## src/sems_pkg.sv

```systemverilog
`default_nettype none
// ==========================================
// Shared constants for servo enable and mode selection
package sems_pkg;
    // Register byte offsets
    localparam logic [7:0] OFS_CONFIG = 8'h00;
    localparam logic [7:0] OFS_ACTIVE = 8'h04;
    localparam logic [7:0] OFS_STATUS = 8'h08;
    localparam logic [7:0] OFS_SPEED1 = 8'h0C;
    localparam logic [7:0] OFS_SPEED2 = 8'h10;
    localparam logic [7:0] OFS_SPEED3 = 8'h14;
    localparam logic [7:0] OFS_PULSES = 8'h18;
    // Config and active word field positions
    localparam int POS_METHOD = 0;
    localparam int POS_SRC = 4;
    localparam int POS_TERM = 8;
    // Status word field positions
    localparam int POS_POWERED = 0;
    localparam int POS_READY = 1;
    localparam int POS_EXCITE = 2;
    localparam int POS_ENABLE = 3;
    localparam int POS_LOOP = 4;
    // Reset values
    localparam logic [3:0] RST_METHOD = 4'h0;
    localparam logic RST_SRC = 1'b0;
    localparam logic [2:0] RST_TERM = 3'h0;
    localparam logic [15:0] RST_SPEED = 16'h0000;
    // Control method codes
    localparam logic [3:0] M_SPEED = 4'h0;
    localparam logic [3:0] M_POS = 4'h1;
    localparam logic [3:0] M_TORQUE = 4'h2;
    localparam logic [3:0] M_PRESET = 4'h3;
    localparam logic [3:0] M_SW_FIRST = 4'h4;
    localparam logic [3:0] M_SW_LAST = 4'hE;
    // Enable source codes
    localparam logic SRC_PIN = 1'b0;
    localparam logic SRC_AUTO = 1'b1;
    // One-hot loop selections
    localparam logic [3:0] LOOP_SPEED = 4'h1;
    localparam logic [3:0] LOOP_POS = 4'h2;
    localparam logic [3:0] LOOP_TORQUE = 4'h4;
    localparam logic [3:0] LOOP_PRESET = 4'h8;
    // Power sequencing states
    typedef enum logic [0:0] {
        PWR_OFF = 1'b0,
        PWR_ON = 1'b1
    } sems_pwr_t;
endpackage : sems_pkg
`default_nettype wire

```

## src/sems_sync.sv

```systemverilog
`default_nettype none
// ==========================================
// Two-stage synchroniser for pin inputs
module sems_sync #(
    parameter int WIDTH = 8
) (
    input wire logic pclk,
    input wire logic presetn,
    input wire logic pce,
    input wire logic [WIDTH-1:0] async_in,
    output logic [WIDTH-1:0] sync_out
);
    logic [WIDTH-1:0] meta;

    // First stage feeds only the second
    always_ff @(posedge pclk or negedge presetn) begin
        if (!presetn) begin
            meta <= '0;
            sync_out <= '0;
        end else if (pce) begin
            meta <= async_in;
            sync_out <= meta;
        end
    end
endmodule : sems_sync
`default_nettype wire

```

## src/sems_mode_dec.sv

```systemverilog
`default_nettype none
// ==========================================
// Control method decode to a one-hot loop choice
module sems_mode_dec (
    input wire logic [3:0] method,
    input wire logic switch_active,
    output logic [3:0] loop_sel
);
    // Basic method code to one-hot loop
    function automatic logic [3:0] basic_loop(input logic [1:0] m);
        case (m)
            2'h0: basic_loop = sems_pkg::LOOP_SPEED;
            2'h1: basic_loop = sems_pkg::LOOP_POS;
            2'h2: basic_loop = sems_pkg::LOOP_TORQUE;
            default: basic_loop = sems_pkg::LOOP_PRESET;
        endcase
    endfunction : basic_loop

    // Pair of basic methods per switching code, {primary, secondary}
    function automatic logic [3:0] pair_of(input logic [3:0] code);
        case (code)
            4'h4, 4'hA: pair_of = 4'hC;
            4'h5, 4'hB: pair_of = 4'hD;
            4'h6, 4'hC: pair_of = 4'hE;
            4'h7, 4'hD: pair_of = 4'h4;
            4'h8, 4'hE: pair_of = 4'h6;
            default: pair_of = 4'h8;
        endcase
    endfunction : pair_of

    logic [3:0] pair;

    // Basic codes map directly; switching codes alternate on the switch contact
    always_comb begin
        pair = pair_of(method);
        if (method <= sems_pkg::M_PRESET) begin
            loop_sel = basic_loop(method[1:0]);
        end else if (method <= sems_pkg::M_SW_LAST) begin
            loop_sel = switch_active ? basic_loop(pair[1:0]) : basic_loop(pair[3:2]);
        end else begin
            loop_sel = sems_pkg::LOOP_SPEED; // Reserved code falls back to analog speed
        end
    end
endmodule : sems_mode_dec
`default_nettype wire

```

## src/sems_top.sv

```systemverilog
// The register offsets and the APB interface to the registers are this design's own decisions.
`default_nettype none
// ==========================================
// Servo enable gating and control method selection
module sems_top #(
    parameter int TERMS = 8,
    parameter int TERM_W = 3
) (
    input wire logic pclk,
    input wire logic presetn,
    input wire logic pce,
    input wire logic psel,
    input wire logic penable,
    input wire logic pwrite,
    input wire logic [7:0] paddr,
    input wire logic [31:0] pwdata,
    output logic [31:0] prdata,
    output logic pready,
    output logic pslverr,
    input wire logic [TERMS-1:0] input_terms,
    input wire logic main_power_ok,
    input wire logic control_power_ok,
    input wire logic ref_pulse,
    input wire logic proportional_select_n,
    input wire logic forward_limit_select_n,
    input wire logic reverse_limit_select_n,
    input wire logic drive_fault,
    output logic servo_ready,
    output logic motor_excite,
    output logic ref_accept,
    output logic [3:0] loop_select,
    output logic [15:0] preset_speed
);
    // ==========================================
    // State
    typedef struct packed {
        logic [3:0] cfg_method;
        logic cfg_src;
        logic [2:0] cfg_term;
        logic [3:0] act_method;
        logic act_src;
        logic [2:0] act_term;
        sems_pkg::sems_pwr_t pwr;
        logic ready;
        logic excite;
        logic accept;
        logic [3:0] loop_sel;
        logic [15:0] preset;
        logic [15:0] speed1;
        logic [15:0] speed2;
        logic [15:0] speed3;
        logic [31:0] pulses;
        logic pulse_q;
        logic pready;
        logic pslverr;
        logic [31:0] prdata;
    } sems_state_t;

    sems_state_t st;
    sems_state_t next_st;

    // ==========================================
    // Pin synchronisers
    localparam int SYNC_W = TERMS + 6;
    logic [SYNC_W-1:0] sync_q;
    logic [TERMS-1:0] terms_s;
    logic main_pwr_s;
    logic ctrl_pwr_s;
    logic pulse_s;
    logic prop_n_s;
    logic fwd_n_s;
    logic rev_n_s;

    sems_sync #(
        .WIDTH(SYNC_W)
    ) u_sync (
        .pclk(pclk),
        .presetn(presetn),
        .pce(pce),
        .async_in({reverse_limit_select_n, forward_limit_select_n, proportional_select_n,
                   ref_pulse, control_power_ok, main_power_ok, input_terms}),
        .sync_out(sync_q)
    );

    // Unpack the synchronised pins
    assign terms_s = sync_q[TERMS-1:0];
    assign main_pwr_s = sync_q[TERMS];
    assign ctrl_pwr_s = sync_q[TERMS+1];
    assign pulse_s = sync_q[TERMS+2];
    assign prop_n_s = sync_q[TERMS+3];
    assign fwd_n_s = sync_q[TERMS+4];
    assign rev_n_s = sync_q[TERMS+5];

    // ==========================================
    // Method decode
    logic [3:0] dec_loop;

    // Proportional contact doubles as the switch in switching modes
    sems_mode_dec u_dec (
        .method(st.act_method),
        .switch_active(~prop_n_s),
        .loop_sel(dec_loop)
    );

    // ==========================================
    // Combinational helpers
    logic enable_pin_n;
    logic both_on;
    logic both_off;
    logic pulse_edge;
    logic apb_setup;
    logic apb_write;
    logic [15:0] contact_speed;

    // Enable terminal picked by the applied selection
    assign enable_pin_n = terms_s[st.act_term[TERM_W-1:0]];
    assign both_on = main_pwr_s & ctrl_pwr_s;
    assign both_off = ~main_pwr_s & ~ctrl_pwr_s;
    assign pulse_edge = pulse_s & ~st.pulse_q;
    assign apb_setup = psel & ~penable;
    assign apb_write = psel & penable & st.pready & pwrite;

    // Contact priority; no contact closed means zero speed
    always_comb begin
        if (!prop_n_s) begin
            contact_speed = st.speed1;
        end else if (!fwd_n_s) begin
            contact_speed = st.speed2;
        end else if (!rev_n_s) begin
            contact_speed = st.speed3;
        end else begin
            contact_speed = sems_pkg::RST_SPEED;
        end
    end

    // Address decode used only for error answers; reads decode in their own case
    function automatic logic is_mapped(input logic [7:0] a);
        case (a)
            sems_pkg::OFS_CONFIG, sems_pkg::OFS_ACTIVE, sems_pkg::OFS_STATUS,
            sems_pkg::OFS_SPEED1, sems_pkg::OFS_SPEED2, sems_pkg::OFS_SPEED3,
            sems_pkg::OFS_PULSES: is_mapped = 1'b1;
            default: is_mapped = 1'b0;
        endcase
    endfunction : is_mapped

    function automatic logic is_writable(input logic [7:0] a);
        case (a)
            sems_pkg::OFS_CONFIG, sems_pkg::OFS_SPEED1, sems_pkg::OFS_SPEED2,
            sems_pkg::OFS_SPEED3: is_writable = 1'b1;
            default: is_writable = 1'b0;
        endcase
    endfunction : is_writable

    // ==========================================
    // Next state
    always_comb begin
        next_st = st;
        next_st.pulse_q = pulse_s;

        // Config only lands when power returns, so a live drive never changes mode
        case (st.pwr)
            sems_pkg::PWR_OFF: begin
                if (both_on) begin
                    next_st.pwr = sems_pkg::PWR_ON;
                    next_st.act_method = st.cfg_method;
                    next_st.act_src = st.cfg_src;
                    next_st.act_term = st.cfg_term;
                end
            end
            sems_pkg::PWR_ON: begin
                if (both_off) begin
                    next_st.pwr = sems_pkg::PWR_OFF;
                end
            end
            default: next_st.pwr = sems_pkg::PWR_OFF;
        endcase

        // Ready needs the drive powered and free of faults
        next_st.ready = (st.pwr == sems_pkg::PWR_ON) & ~drive_fault;

        // Excitation gated by ready and the chosen enable source
        if (!st.ready) begin
            next_st.excite = 1'b0;
        end else if (st.act_src == sems_pkg::SRC_AUTO) begin
            next_st.excite = 1'b1;
        end else begin
            next_st.excite = ~enable_pin_n;
        end

        // References accepted only while excited; host enables first
        next_st.accept = next_st.excite;

        // Loop choice, pulse counting and preset speed
        next_st.loop_sel = dec_loop;
        if (st.excite && st.loop_sel == sems_pkg::LOOP_POS && pulse_edge) begin
            next_st.pulses = st.pulses + 32'h0000_0001;
        end
        next_st.preset = (dec_loop == sems_pkg::LOOP_PRESET) ? contact_speed : sems_pkg::RST_SPEED;

        // APB: answer lands one cycle after setup, no wait states
        next_st.pready = apb_setup;
        next_st.pslverr = 1'b0;
        if (apb_setup) begin
            next_st.pslverr = ~is_mapped(paddr) | (pwrite & ~is_writable(paddr));
            next_st.prdata = 32'h0000_0000;
            if (!pwrite) begin
                case (paddr)
                    sems_pkg::OFS_CONFIG: begin
                        next_st.prdata[sems_pkg::POS_METHOD +: 4] = st.cfg_method;
                        next_st.prdata[sems_pkg::POS_SRC] = st.cfg_src;
                        next_st.prdata[sems_pkg::POS_TERM +: 3] = st.cfg_term;
                    end
                    sems_pkg::OFS_ACTIVE: begin
                        next_st.prdata[sems_pkg::POS_METHOD +: 4] = st.act_method;
                        next_st.prdata[sems_pkg::POS_SRC] = st.act_src;
                        next_st.prdata[sems_pkg::POS_TERM +: 3] = st.act_term;
                    end
                    sems_pkg::OFS_STATUS: begin
                        next_st.prdata[sems_pkg::POS_POWERED] = (st.pwr == sems_pkg::PWR_ON);
                        next_st.prdata[sems_pkg::POS_READY] = st.ready;
                        next_st.prdata[sems_pkg::POS_EXCITE] = st.excite;
                        next_st.prdata[sems_pkg::POS_ENABLE] = ~enable_pin_n;
                        next_st.prdata[sems_pkg::POS_LOOP +: 4] = st.loop_sel;
                    end
                    sems_pkg::OFS_SPEED1: next_st.prdata[15:0] = st.speed1;
                    sems_pkg::OFS_SPEED2: next_st.prdata[15:0] = st.speed2;
                    sems_pkg::OFS_SPEED3: next_st.prdata[15:0] = st.speed3;
                    sems_pkg::OFS_PULSES: next_st.prdata = st.pulses;
                    default: next_st.prdata = 32'h0000_0000;
                endcase
            end
        end
        if (!psel) begin
            next_st.pready = 1'b0;
        end

        // Writes take effect at the completing edge only
        if (apb_write) begin
            case (paddr)
                sems_pkg::OFS_CONFIG: begin
                    next_st.cfg_method = pwdata[sems_pkg::POS_METHOD +: 4];
                    next_st.cfg_src = pwdata[sems_pkg::POS_SRC];
                    next_st.cfg_term = pwdata[sems_pkg::POS_TERM +: 3];
                end
                sems_pkg::OFS_SPEED1: next_st.speed1 = pwdata[15:0];
                sems_pkg::OFS_SPEED2: next_st.speed2 = pwdata[15:0];
                sems_pkg::OFS_SPEED3: next_st.speed3 = pwdata[15:0];
                default: next_st.pulses = st.pulses;
            endcase
        end
    end

    // ==========================================
    // Registers, frozen while the clock enable is low
    always_ff @(posedge pclk or negedge presetn) begin
        if (!presetn) begin
            st <= '0;
            st.cfg_method <= sems_pkg::RST_METHOD;
            st.cfg_src <= sems_pkg::RST_SRC;
            st.cfg_term <= sems_pkg::RST_TERM;
            st.act_method <= sems_pkg::RST_METHOD;
            st.act_src <= sems_pkg::RST_SRC;
            st.act_term <= sems_pkg::RST_TERM;
            st.pwr <= sems_pkg::PWR_OFF;
            st.loop_sel <= sems_pkg::LOOP_SPEED;
        end else if (pce) begin
            st <= next_st;
        end
    end

    // Outputs straight from flops
    assign prdata = st.prdata;
    assign pready = st.pready;
    assign pslverr = st.pslverr;
    assign servo_ready = st.ready;
    assign motor_excite = st.excite;
    assign ref_accept = st.accept;
    assign loop_select = st.loop_sel;
    assign preset_speed = st.preset;
endmodule : sems_top
`default_nettype wire

```

## config.mk

```make
export PLATFORM = sky130hd
export DESIGN_NAME = sems_top
export DESIGN_NICKNAME = d
export VERILOG_FILES = /design/src/sems_pkg.sv /design/src/sems_sync.sv /design/src/sems_mode_dec.sv /design/src/sems_top.sv
export SDC_FILE = /design/constraint.sdc
export NUM_CORES = 1
export LEC_CHECK = 0
export BUFFER_PORTS_ARGS = -buffer_cell sky130_fd_sc_hd__buf_2
export CAP_MARGIN = 20
export CORE_ASPECT_RATIO = 1.1
export CORE_MARGIN = 10
export CORE_UTILIZATION = 36
export CTS_BUF_LIST = sky130_fd_sc_hd__clkbuf_8
export DETAILED_ROUTE_END_ITERATION = 7
export PLACE_DENSITY = 0.52
export SYNTH_ARGS = -nofsm -noshare
export SYNTH_HDL_FRONTEND = slang
export SYNTH_SLANG_ARGS = --single-unit
```

## constraint.sdc

```tcl
create_clock -name pclk -period 4.5 [get_ports pclk]
set_clock_uncertainty 0.1 [all_clocks]
set_input_delay 0.9 -clock pclk [delete_from_list [all_inputs] [get_ports pclk]]
set_output_delay 0.9 -clock pclk [all_outputs]
set_load 0.005 [all_outputs]
```

Word level (Yosys, flattened, before mapping)
Memory sizes are Yosys's and may differ from the RTL's.
Cells that the tools add are included.
W data, S select, Z words.
{"block": "totals", "register_bits": 182, "rom_bits": 64, "in_bits": 61, "out_inout_bits": 57, "word_cells": 107, "memories": 1}
{"memory": "(name not given)", "words": 16, "width": 4, "rd": 1, "rd_clocked_by_memory_dff": 0, "write_ports": 0, "line_no": "sems_mode_dec.sv:21", "source": "case (code)"}
{"block": "op_classes", "add_sub_neg": 1, "order_cmp": 3, "eq_ne": 15, "mux": 32, "bitwise": 19, "n_reduce_logical": 15}
{"op": "$mux W32", "n": 4}
{"op": "$mux W16", "n": 5}
{"op": "$pmux W4 S3", "n": 3}
{"op": "$pmux W5 S7", "n": 1}
{"op": "$mux W33", "n": 1}
{"op": "$add A32 B1 Y32 const B", "n": 1}
{"op": "$eq A8 B5 Y1 const B", "n": 3}
{"op": "$pmux W5 S4", "n": 1}
{"op": "$pmux W3 S6", "n": 1}
{"op": "$eq A8 B4 Y1 const B", "n": 2}
{"op": "$pmux W3 S5", "n": 1}
{"op": "$reduce_and A3 Y1", "n": 5}
{"op": "$mux W4", "n": 3}
{"op": "$mux W1", "n": 10}
{"op": "$and A1 B1 Y1", "n": 9}
{"op": "$not A1 Y1", "n": 9}
{"op": "$eq A8 B3 Y1 const B", "n": 1}
{"op": "$logic_not A8 Y1", "n": 1}
{"op": "$reduce_or A7 Y1", "n": 1}
{"op": "$eq A2 B1 Y1 const B", "n": 3}
{"op": "$eq A2 B2 Y1 const B", "n": 3}
{"op": "$logic_not A2 Y1", "n": 3}
{"op": "$eq A4 B2 Y1 const B", "n": 1}
{"op": "$eq A4 B4 Y1 const B", "n": 1}
{"op": "other kinds (10)", "n": 12}

Logic depth before layout (Yosys ltp)
Gate-level depths: netlist (run 1).
{"block": "depth", "ltp_word": 8, "ltp_mapped": 9, "ltp_nobuf": 8}

Hierarchy
From an unflattened synthesis (run 1), not the netlist that was laid out.
{"block": "hier_totals", "hier_cells": 788, "hier_area_um2": 9339.0}
{"module": "sems_top", "n_inst": 1, "cells_each": 683, "area_per_inst_um2": 7811.2, "seq_area_each_um2": 3854.9}
{"module": "sems_sync", "n_inst": 1, "cells_each": 59, "area_per_inst_um2": 1142.3, "seq_area_each_um2": 700.7}
{"module": "sems_mode_dec", "n_inst": 1, "cells_each": 46, "area_per_inst_um2": 385.4, "seq_area_each_um2": 0.0}

Worst setup path before layout (run 1)
OpenSTA, ideal clock, no wires.
{"block": "synth_timing", "path_type": "input to register", "start": "input port paddr[0]", "end": "register st[73] (netlist name)", "setup_ps": 127, "arrival_ps": 2851, "required_ps": 4273, "path_slack_ps": 1421, "stages": 8, "cell_sequence": "or4_4 > or2_1 > buf_6 > nor4b_4 > and2b_1 > buf_4 > buf_8 > mux2_1"}
{"block": "synth_via", "elab_chain_len": 2}
{"element": "start: declaration", "line_no": "sems_top.sv:15", "source": "input wire logic [7:0] paddr,"}
{"element": "$eq A8 B5 Y1", "line_no": "sems_top.sv:239", "source": "case (paddr)"}
{"element": "$reduce_and A3 Y1 (no source line)"}
{"element": "end signal: assignment", "line_no": "sems_top.sv:267", "source": "st <= next_st;"}
{"element": "end: declaration", "line_no": "sems_top.sv:59", "source": "sems_state_t st;"}
No other way between the ends.
A chain may end at the register's enable or synchronous reset.

Worst setup path after layout (run 1)
{"block": "layout_timing", "start": "input port paddr[0]", "end": "register st[71] (netlist name)"}
The elaborated chain is that of the path after synthesis.

==> results of run 1 <==
[power by group]
group	leakage, nW	total, mW	internal (mW)	switching [mW]
Clock	0.209	1.14	0.543	0.594
Sequential	2.47	1.73	1.68	0.0552
Combinational	2.08	0.249	0.109	0.140
[cells by family after synthesis]
family / synth area share
fa+ha+maj: 0.0125
mux: 0.150
xor+xnor: 0.0330
flops: 0.505
simple gates: 0.120
compound gates: 0.106
buf+inv: 0.0731
[cell type report]
| cell class | instances | area (um2) | share of cell area |
|---|---|---|---|
| sequential | 182 | 4560 | 0.463 |
| clock inverter | 15 | 166 | 0.0169 |
| multi-input combinational | 467 | 3800 | 0.386 |
| inverter | 12 | 45.0 | 0.00457 |
| timing repair buffer | 119 | 657 | 0.0667 |
| tap | 310 | 388 | 0.0394 |
| clock buffer | 17 | 234 | 0.0238 |
[routing by layer]
layer / up-vias / global-route usage / part of all wire
met2: 137 / 0.230 / 0.46
met1: 3010 / 0.200 / 0.48
met5: - / 0 / 0.00075
met3: 25 / 0.0309 / 0.047
met4: 4 / 0.0404 / 0.012
li1: 2777 / - / -
[state kept, by name (all words and copies together) (netlist names), 4 cells and up]
register         flops
u_sync.sync_out     14
prdata              32
st                  98
loop_select          4
u_sync.meta         14
preset_speed        16
[final timing paths]
kind                            cells past startpoint               end     start  slack (ps)
worst max register to register                      9  preset_speed[14]   st[144]        1520
max in group asynchronous                           2           st[148]   presetn        2950
worst min register to register                      1            st[66]    st[66]         390
min in group asynchronous                           1        prdata[31]   presetn         470
worst min-delay path                                1            st[66]    st[66]         390
worst max-delay path                                8            st[71]  paddr[0]        1400
[layout by cell type (no fill, tap or decap), types with 10 or more instances in the layout]
cell type	instances
a21oi_1	10
a22o_1	44
a31oi_1	18
buf_2	100
buf_4	17
clkbuf_8	18
dfrtp_1	181
inv_1	15
mux2_1	11
mux2_2	78
mux2i_1	12
nand2_1	40
nand2b_1	18
nand3b_1	19
nand4_1	10
nor2_1	36
o21ai_0	18
xnor2_1	20
xor2_1	14
[worst register-to-register path: cells and delay by family, from the launching register on]
family / cells / cell delay (ps)
buffers and inverters: 2 / 380
flip-flops: 1 / 520
multiplexers: 1 / 280
AO/OA/AOI/OAI: 4 / 780
adder cells (fa/ha/maj): 1 / 280
AND/OR/NAND/NOR: 1 / 580
==> flow_metrics.tcl, run 1 <==
set metrics [dict create \
    run_status "finished clean" \
    post-cts-setup-buffer-count 0 \
    ctsResizeCount 0 \
    rows 60 \
    place_inst 1090 \
    h-tree-depth 4 \
    cp-start-kind "input port" \
    fin_crit_ps 3100 \
    layout.cells.non_filler 1122 \
    syn_area_per_cell_um2 11.9 \
    hpwlAfterDp_mm 16.1 \
    drive_gt1_frac 0.309 \
    track_usage 0.147 \
    antenna_found_initial 2 \
    slew-limit-headroom 0.319 \
    first_pass_iters 5 \
    ant_nets 0 \
    final_area_um2 9850 \
    synthFlopType "dfrtp_1" \
    synth_cell_types 61 \
    p_leak_nw 4.75 \
    worstSetupPathType "in2reg" \
    synthTopCellsByCount "dfrtp_1, mux2_2, buf_4, a22o_1, nand2_1" \
    synthArstFlopShare 1.00 \
    syn2layout_area_growth_pct 9.21 \
    clockBufferDepth 2 \
    worstPathArrival_ps 3340 \
    ys_seq_elements 182 \
    die_x_um 171 \
    ios 118 \
    ys_warn_count 0 \
    cp_top_family "simple AND/OR/NAND/NOR gates" \
    rsz0062_at_grt "false" \
    cp_data_required_time_ps 4750 \
    slowest_delay_ps 550 \
    worst_hold_slack_ps 395 \
    grt_max_degree 112 \
    gp_congestion 0.784 \
    totalWireLength_mm 22.6 \
    drv_cap 0 \
    setup_ws_ps 1400 \
    route.vias.total 5953 \
    synth-edff-count 0 \
    nFillCells 2360 \
    netlist_instances 757 \
    synth_top_area_frac 0.502 \
    avgViaCountPerCell 5.31 \
    drt_iter0_drc 425 \
    hp-class "reg2reg" \
    place_area_um2 9450 \
    totalPowerFinal_mw 3.12 \
    yosysSeqAreaShare 0.505 \
    power_density_nw_per_um2 317 \
    syn_nets 827 \
    diodes 0 \
    portBuffers 101 \
    utilization 0.401 \
    die-area_um2 31800 \
    cts.clk_slew.worst_paths_ps 90 \
    cts_tree "built" \
    cpMostUsedCell "buf_4" \
    grt_pass1_wl_mm 35.8 \
    synth.most_common_cell "dfrtp_1" \
    setup_tns_ps 0 \
    critPathBufInv 3 \
    hold_viol 0 \
    root_buffer "clkbuf_8" \
    cts.sinks 182 \
    crit_chain "buf_2 -> or4_4 -> or2_1 -> nor4b_4 -> buf_4 -> and2b_1 -> buf_4 -> mux2_2" \
    hold_buffers 0 \
    critPathSlowestCell "or4_4" \
    tightestPinTransition_ps 1020 \
    setup_viol 0 \
    synth.area.top_cells "dfrtp_1, mux2_2, buf_4" \
    vdd_drop_max_uv 167 \
    clk_latency_ps 470 \
    avgRoutedWirePerCell_um 20.1 \
    dp_slack_ps 930 \
    slew_viol_final 0 \
    yosysTopAreaCell "dfrtp_1" \
    grt_pass1_vias 6087 \
    core_area_um2 24500 \
    timing.final.crit_share 0.688 \
    fmax_mhz 323 \
    mappedNetlistArea_um2 9020 \
    end_kind "register" \
    die_h_um 186 \
    num-nets-final 869 \
    start_util 0.367 \
    crit_fanout 16 \
    cts_buffers 17 \
    drc 0 \
    grt-ovfl-total 0 \
]
Note: power is estimated with default switching activity, not from simulation.
==> inputs of run 2 (changes only) <==
- PLACE_DENSITY: 0.52 -> 0.54
- clock period: 4.5 -> 2.5 ns (I/O delays scaled with it)
==> run 2 against run 1 <==
Final cell count up 4.5%. Largest power group unchanged. Global-route usage about the same. Utilization rose by 2.9 points. Largest cell class unchanged.
==> flow_metrics.tcl, run 2 (synthesis gave the netlist of run 1 again) <==
set metrics [dict create \
    crit_chain "inv_2 -> ha_4 -> nor2b_2 -> a31o_2 -> or3_4 -> a2bb2oi_4 -> nor4b_4 -> buf_6 -> clkbuf_16 -> a22o_1" \
    cp_top_family "simple AND/OR/NAND/NOR gates" \
    grt_pass1_vias 6216 \
    diodes 0 \
    clockBufferDepth 2 \
    h-tree-depth 4 \
    gp_congestion 0.806 \
    r2r_start "st[143]" \
    track_usage 0.146 \
    vdd_drop_max_uv 290 \
    reg2reg_slack_ps 20 \
    ios 118 \
    syn2layout_area_growth_pct 17.1 \
    final_area_um2 10600 \
    die_h_um 186 \
    final_common_cell "dfrtp_1" \
    hp-class "in2reg" \
    portBuffers 101 \
    cts_tree "built" \
    drc 0 \
    grt_max_degree 60 \
    crit_fanout 8 \
    cp_data_required_time_ps 2810 \
    slew-limit-headroom 0.562 \
    hold_depth 2 \
    fin_crit_ps 2480 \
    critPathBufInv 3 \
    route.vias.total 6163 \
    drv_cap 0 \
    die-area_um2 31800 \
    rsz0062_at_grt "true" \
    die_x_um 171 \
    hold_viol 0 \
    slew_viol_final 0 \
    cts_buffers 17 \
    first_pass_iters 8 \
    drt_iter0_drc 451 \
    ant_nets 0 \
    timing.rr.end "preset_speed[5]" \
    totalPowerFinal_mw 5.81 \
    grt-ovfl-total 0 \
    min_to "u_sync.meta[3]" \
    place_area_um2 9880 \
    timing.final.crit_share 0.992 \
    num-nets-final 919 \
    run_status "finished clean" \
    nFillCells 2280 \
    start_util 0.367 \
    core_area_um2 24500 \
    critPathSlowestCell "dfrtp_1" \
    layout.cells.non_filler 1172 \
    p_leak_nw 5.07 \
    rows 60 \
    worstPathArrival_ps 2790 \
    cts.clk_slew.worst_paths_ps 100 \
    hpwlAfterDp_mm 16.8 \
    avgViaCountPerCell 5.26 \
    final_cell_mix "dfrtp_1, buf_2, mux2_2" \
    grt_pass1_wl_mm 36.0 \
    totalWireLength_mm 23.5 \
    place_inst 1129 \
    root_buffer "clkbuf_8" \
    power_density_nw_per_um2 551 \
    clk_latency_ps 470 \
    worstSetupPathType "reg2reg" \
    cts.sinks 182 \
    end_kind "register" \
    setup_viol 0 \
    reg2regPathDepth 10 \
    worstHoldStart "input_terms[3]" \
    fmax_mhz 403 \
    slowest_delay_ps 430 \
    cp-start-kind "register" \
    tightestPinTransition_ps 656 \
    largest_reg_flops 98 \
    top_register "st" \
    antenna_found_initial 3 \
    avgRoutedWirePerCell_um 20.1 \
    drive_gt1_frac 0.370 \
]
## run 2: metrics by stage
stage          setup WS [ps]   util  hold slack (ps)  TNS [ps]
3_3_place_gp            -288  0.403              331    -16740
5_1_grt                -35.0  0.430              136      -226
2_1_floorplan           -128      -              104     -3530
6_report                18.9  0.430              151         0
4_1_cts                 9.10  0.421              127         0
3_5_place_dp            -304  0.403              330    -18260
## run 2: worst max-delay path by stage
stage	startpoint	to	cells after the start
floorplan	paddr[0]	st[73]	8
global placement	paddr[0]	st[152]	6
detailed placement	paddr[0]	prdata[7]	9
CTS	st[143]	preset_speed[8]	9
global route	st[144]	preset_speed[3]	12
finish	st[143]	preset_speed[5]	10
## run 2: per-layer routing
| metal | up-vias | GRT usage | routed length, um |
|---|---|---|---|
| li1 | 2873 | - | - |
| met1 | 3087 | 0.197 | 10800 |
| met2 | 174 | 0.225 | 10900 |
| met3 | 25 | 0.0375 | 1380 |
| met4 | 4 | 0.0484 | 469 |
| met5 | - | 0 | 23 |
## run 2: cell type report
type                            instances  area [um2]  area share
Clock buffer                           18         248      0.0235
Clock inverter                         14         185      0.0175
Inverter                               12        45.0     0.00427
Multi-Input combinational cell        467        3990       0.378
Sequential cell                       182        4560       0.431
Tap cell                              310         388      0.0367
Timing Repair Buffer                  169        1140       0.108
## run 2: where the power goes
| group | switching, mW | leakage, nW | internal, mW | total, mW |
|---|---|---|---|---|
| combinational | 0.283 | 2.39 | 0.237 | 0.520 |
| sequential | 0.0859 | 2.47 | 3.02 | 3.10 |
| clock | 1.08 | 0.213 | 1.11 | 2.19 |
## run 2: timing repair
action | 4_1_cts | 5_1_grt
buffers inserted | 0 | 9
gates cloned | 0 | 1
gates resized for setup | 1 | 29
hold buffers | 1 | 0
pin swaps | 0 | 10
setup endpoints to repair | 16 | 16
endpoints found under the hold margin | 33 | 0
==> inputs of run 3 (changes only) <==
- CORE_MARGIN: 10 -> 5
- PLACE_DENSITY: 0.54 -> 0.63
==> run 3 against run 2 <==
The run now ends with negative setup slack left. Count of clock-buffer cells in the layout rose by 4. Sequential cell count unchanged. Register-to-register slack got worse by 40 ps. Cell area up 0.76%. Combinational power up 1%. Power is 1.3% higher. Routed wire length fell by 3.8%. Via count shrank 0.67%. Global-route usage grew 1.2 points.
==> flow_metrics.tcl, run 3 (synthesis gave the netlist of run 1 again) <==
set metrics [dict create \
    drv_cap 0 \
    syn2layout_area_growth_pct 18.0 \
    grt_pass1_vias 6143 \
    cp_data_required_time_ps 2810 \
    grt_pass1_wl_mm 35.2 \
    setup_viol 8 \
    ant_nets 0 \
    rsz0062_at_grt "true" \
    clk_latency_ps 470 \
    grt-ovfl-total 0 \
    num-nets-final 921 \
    hold_viol 0 \
    route.vias.total 6122 \
    cts_tree "built" \
    end_kind "register" \
    antenna_found_initial 1 \
    p_int_mw 4.41 \
    grt_max_degree 51 \
    vdd_drop_max_uv 305 \
    hp-class "in2reg" \
    gp_congestion 0.851 \
    multi_input_comb_area_um2 4020 \
    die_x_um 161 \
    seqCellArea_um2 4560 \
    root_buffer "clkbuf_8" \
    core_area_um2 24500 \
    run_status "finished, violations left" \
    largest_reg_flops 98 \
    drc 0 \
    rows 60 \
    timing.final.crit_share 1.01 \
    worstSetupPathType "reg2reg" \
    setup_tns_ps -47.5 \
    switching_share 0.251 \
    cts.sinks 182 \
    avgViaCountPerCell 5.21 \
    nFillCells 2282 \
    start_util 0.367 \
    power_density_nw_per_um2 553 \
    slew_viol_final 0 \
    cp-start-kind "register" \
    cts.clk_slew.worst_paths_ps 100 \
    die_h_um 176 \
    die-area_um2 28300 \
    utilization 0.433 \
    clockBufferDepth 2 \
    first_pass_iters 5 \
    totalPowerFinal_mw 5.89 \
    avgRoutedWirePerCell_um 19.3 \
    p_seq_frac 0.526 \
    hpwlAfterDp_mm 16.0 \
    fin_crit_ps 2520 \
    diodes 0 \
    worstPathArrival_ps 2840 \
    top_register "st" \
    h-tree-depth 4 \
    crit_fanout 8 \
    track_usage 0.159 \
    p_leak_nw 5.09 \
    ios 118 \
    p_switching_mw 1.48 \
    portBuffers 101 \
    reg2reg_slack_ps -20 \
    setup_ws_ps -23.9 \
    violations "negative setup slack" \
    final_common_cell "dfrtp_1" \
    totalWireLength_mm 22.6 \
    tightestPinTransition_ps 658 \
    slew-limit-headroom 0.561 \
    drive_gt1_frac 0.381 \
    final_cell_mix "dfrtp_1, buf_2, mux2_2" \
    drt_iter0_drc 358 \
    fmax_mhz 396 \
    power.share.clock 0.385 \
    cts_buffers 17 \
    p_comb_frac 0.089 \
]
## run 3: metrics by stage
stage                     area, um2  worst slack [ps]  std cells  hold slack [ps]
final                         10600             -23.9       1174              150
after global routing          10600              -116       1174              126
after CTS                     10400              17.4       1161              119
after detailed placement       9880              -307       1128              369
after global placement         9880              -299       1128              363
after floorplan                9100              -128        757              104
## run 3: layout make-up
class | instances | area share
flip-flops and latches | 182 | 0.429
multi-input cells | 467 | 0.378
repair buffers | 171 | 0.109
well taps | 310 | 0.0365
clock buffers | 22 | 0.0285
clock inverters | 10 | 0.0147
inverters | 12 | 0.00470
## run 3: metal layers
layer | part of all wire | global-route usage
met1 | 0.45 | 0.215
met5 | 0.00058 | 0
met3 | 0.050 | 0.0367
met4 | 0.012 | 0.0395
met2 | 0.49 | 0.260
## run 3: critical path: stages (launching register included)
cell and delay [ps]:
dfrtp_2 500, inv_4 130, ha_4 200, mux2_4 270
a21oi_2 190, mux2i_2 120, a2bb2oi_4 170, nor4b_4 310
buf_6 170, clkbuf_16 170, a22o_1 130
## run 3: repair_timing
action                                 4_1_cts  5_1_grt
pin swaps                                    0       15
buffers inserted                             0       12
endpoints found under the hold margin       45        0
setup endpoints to repair                   16       16
hold buffers                                 1        0
gates resized for setup                      2       39
gates cloned                                 0        1
## run 3: power groups by stage
stage,Combinational [mW],Sequential (mW),Clock [mW]
after global routing,0.583,3.11,2.44
after floorplan,0.292,3.12,0
final,0.525,3.10,2.27
after global placement,0.503,3.15,0
after detailed placement,0.510,3.16,0
after CTS,0.514,3.10,2.32
## run 3: final timing paths
kind | startpoint | endpoint | cells after the start
max in group asynchronous | presetn | loop_select[0] | 3
worst min-delay path | input_terms[7] | u_sync.meta[7] | 2
worst min register to register | st[66] | st[66] | 1
worst max-delay path | st[144] | preset_speed[15] | 10
worst max register to register | st[144] | preset_speed[15] | 10
min in group asynchronous | presetn | prdata[4] | 2
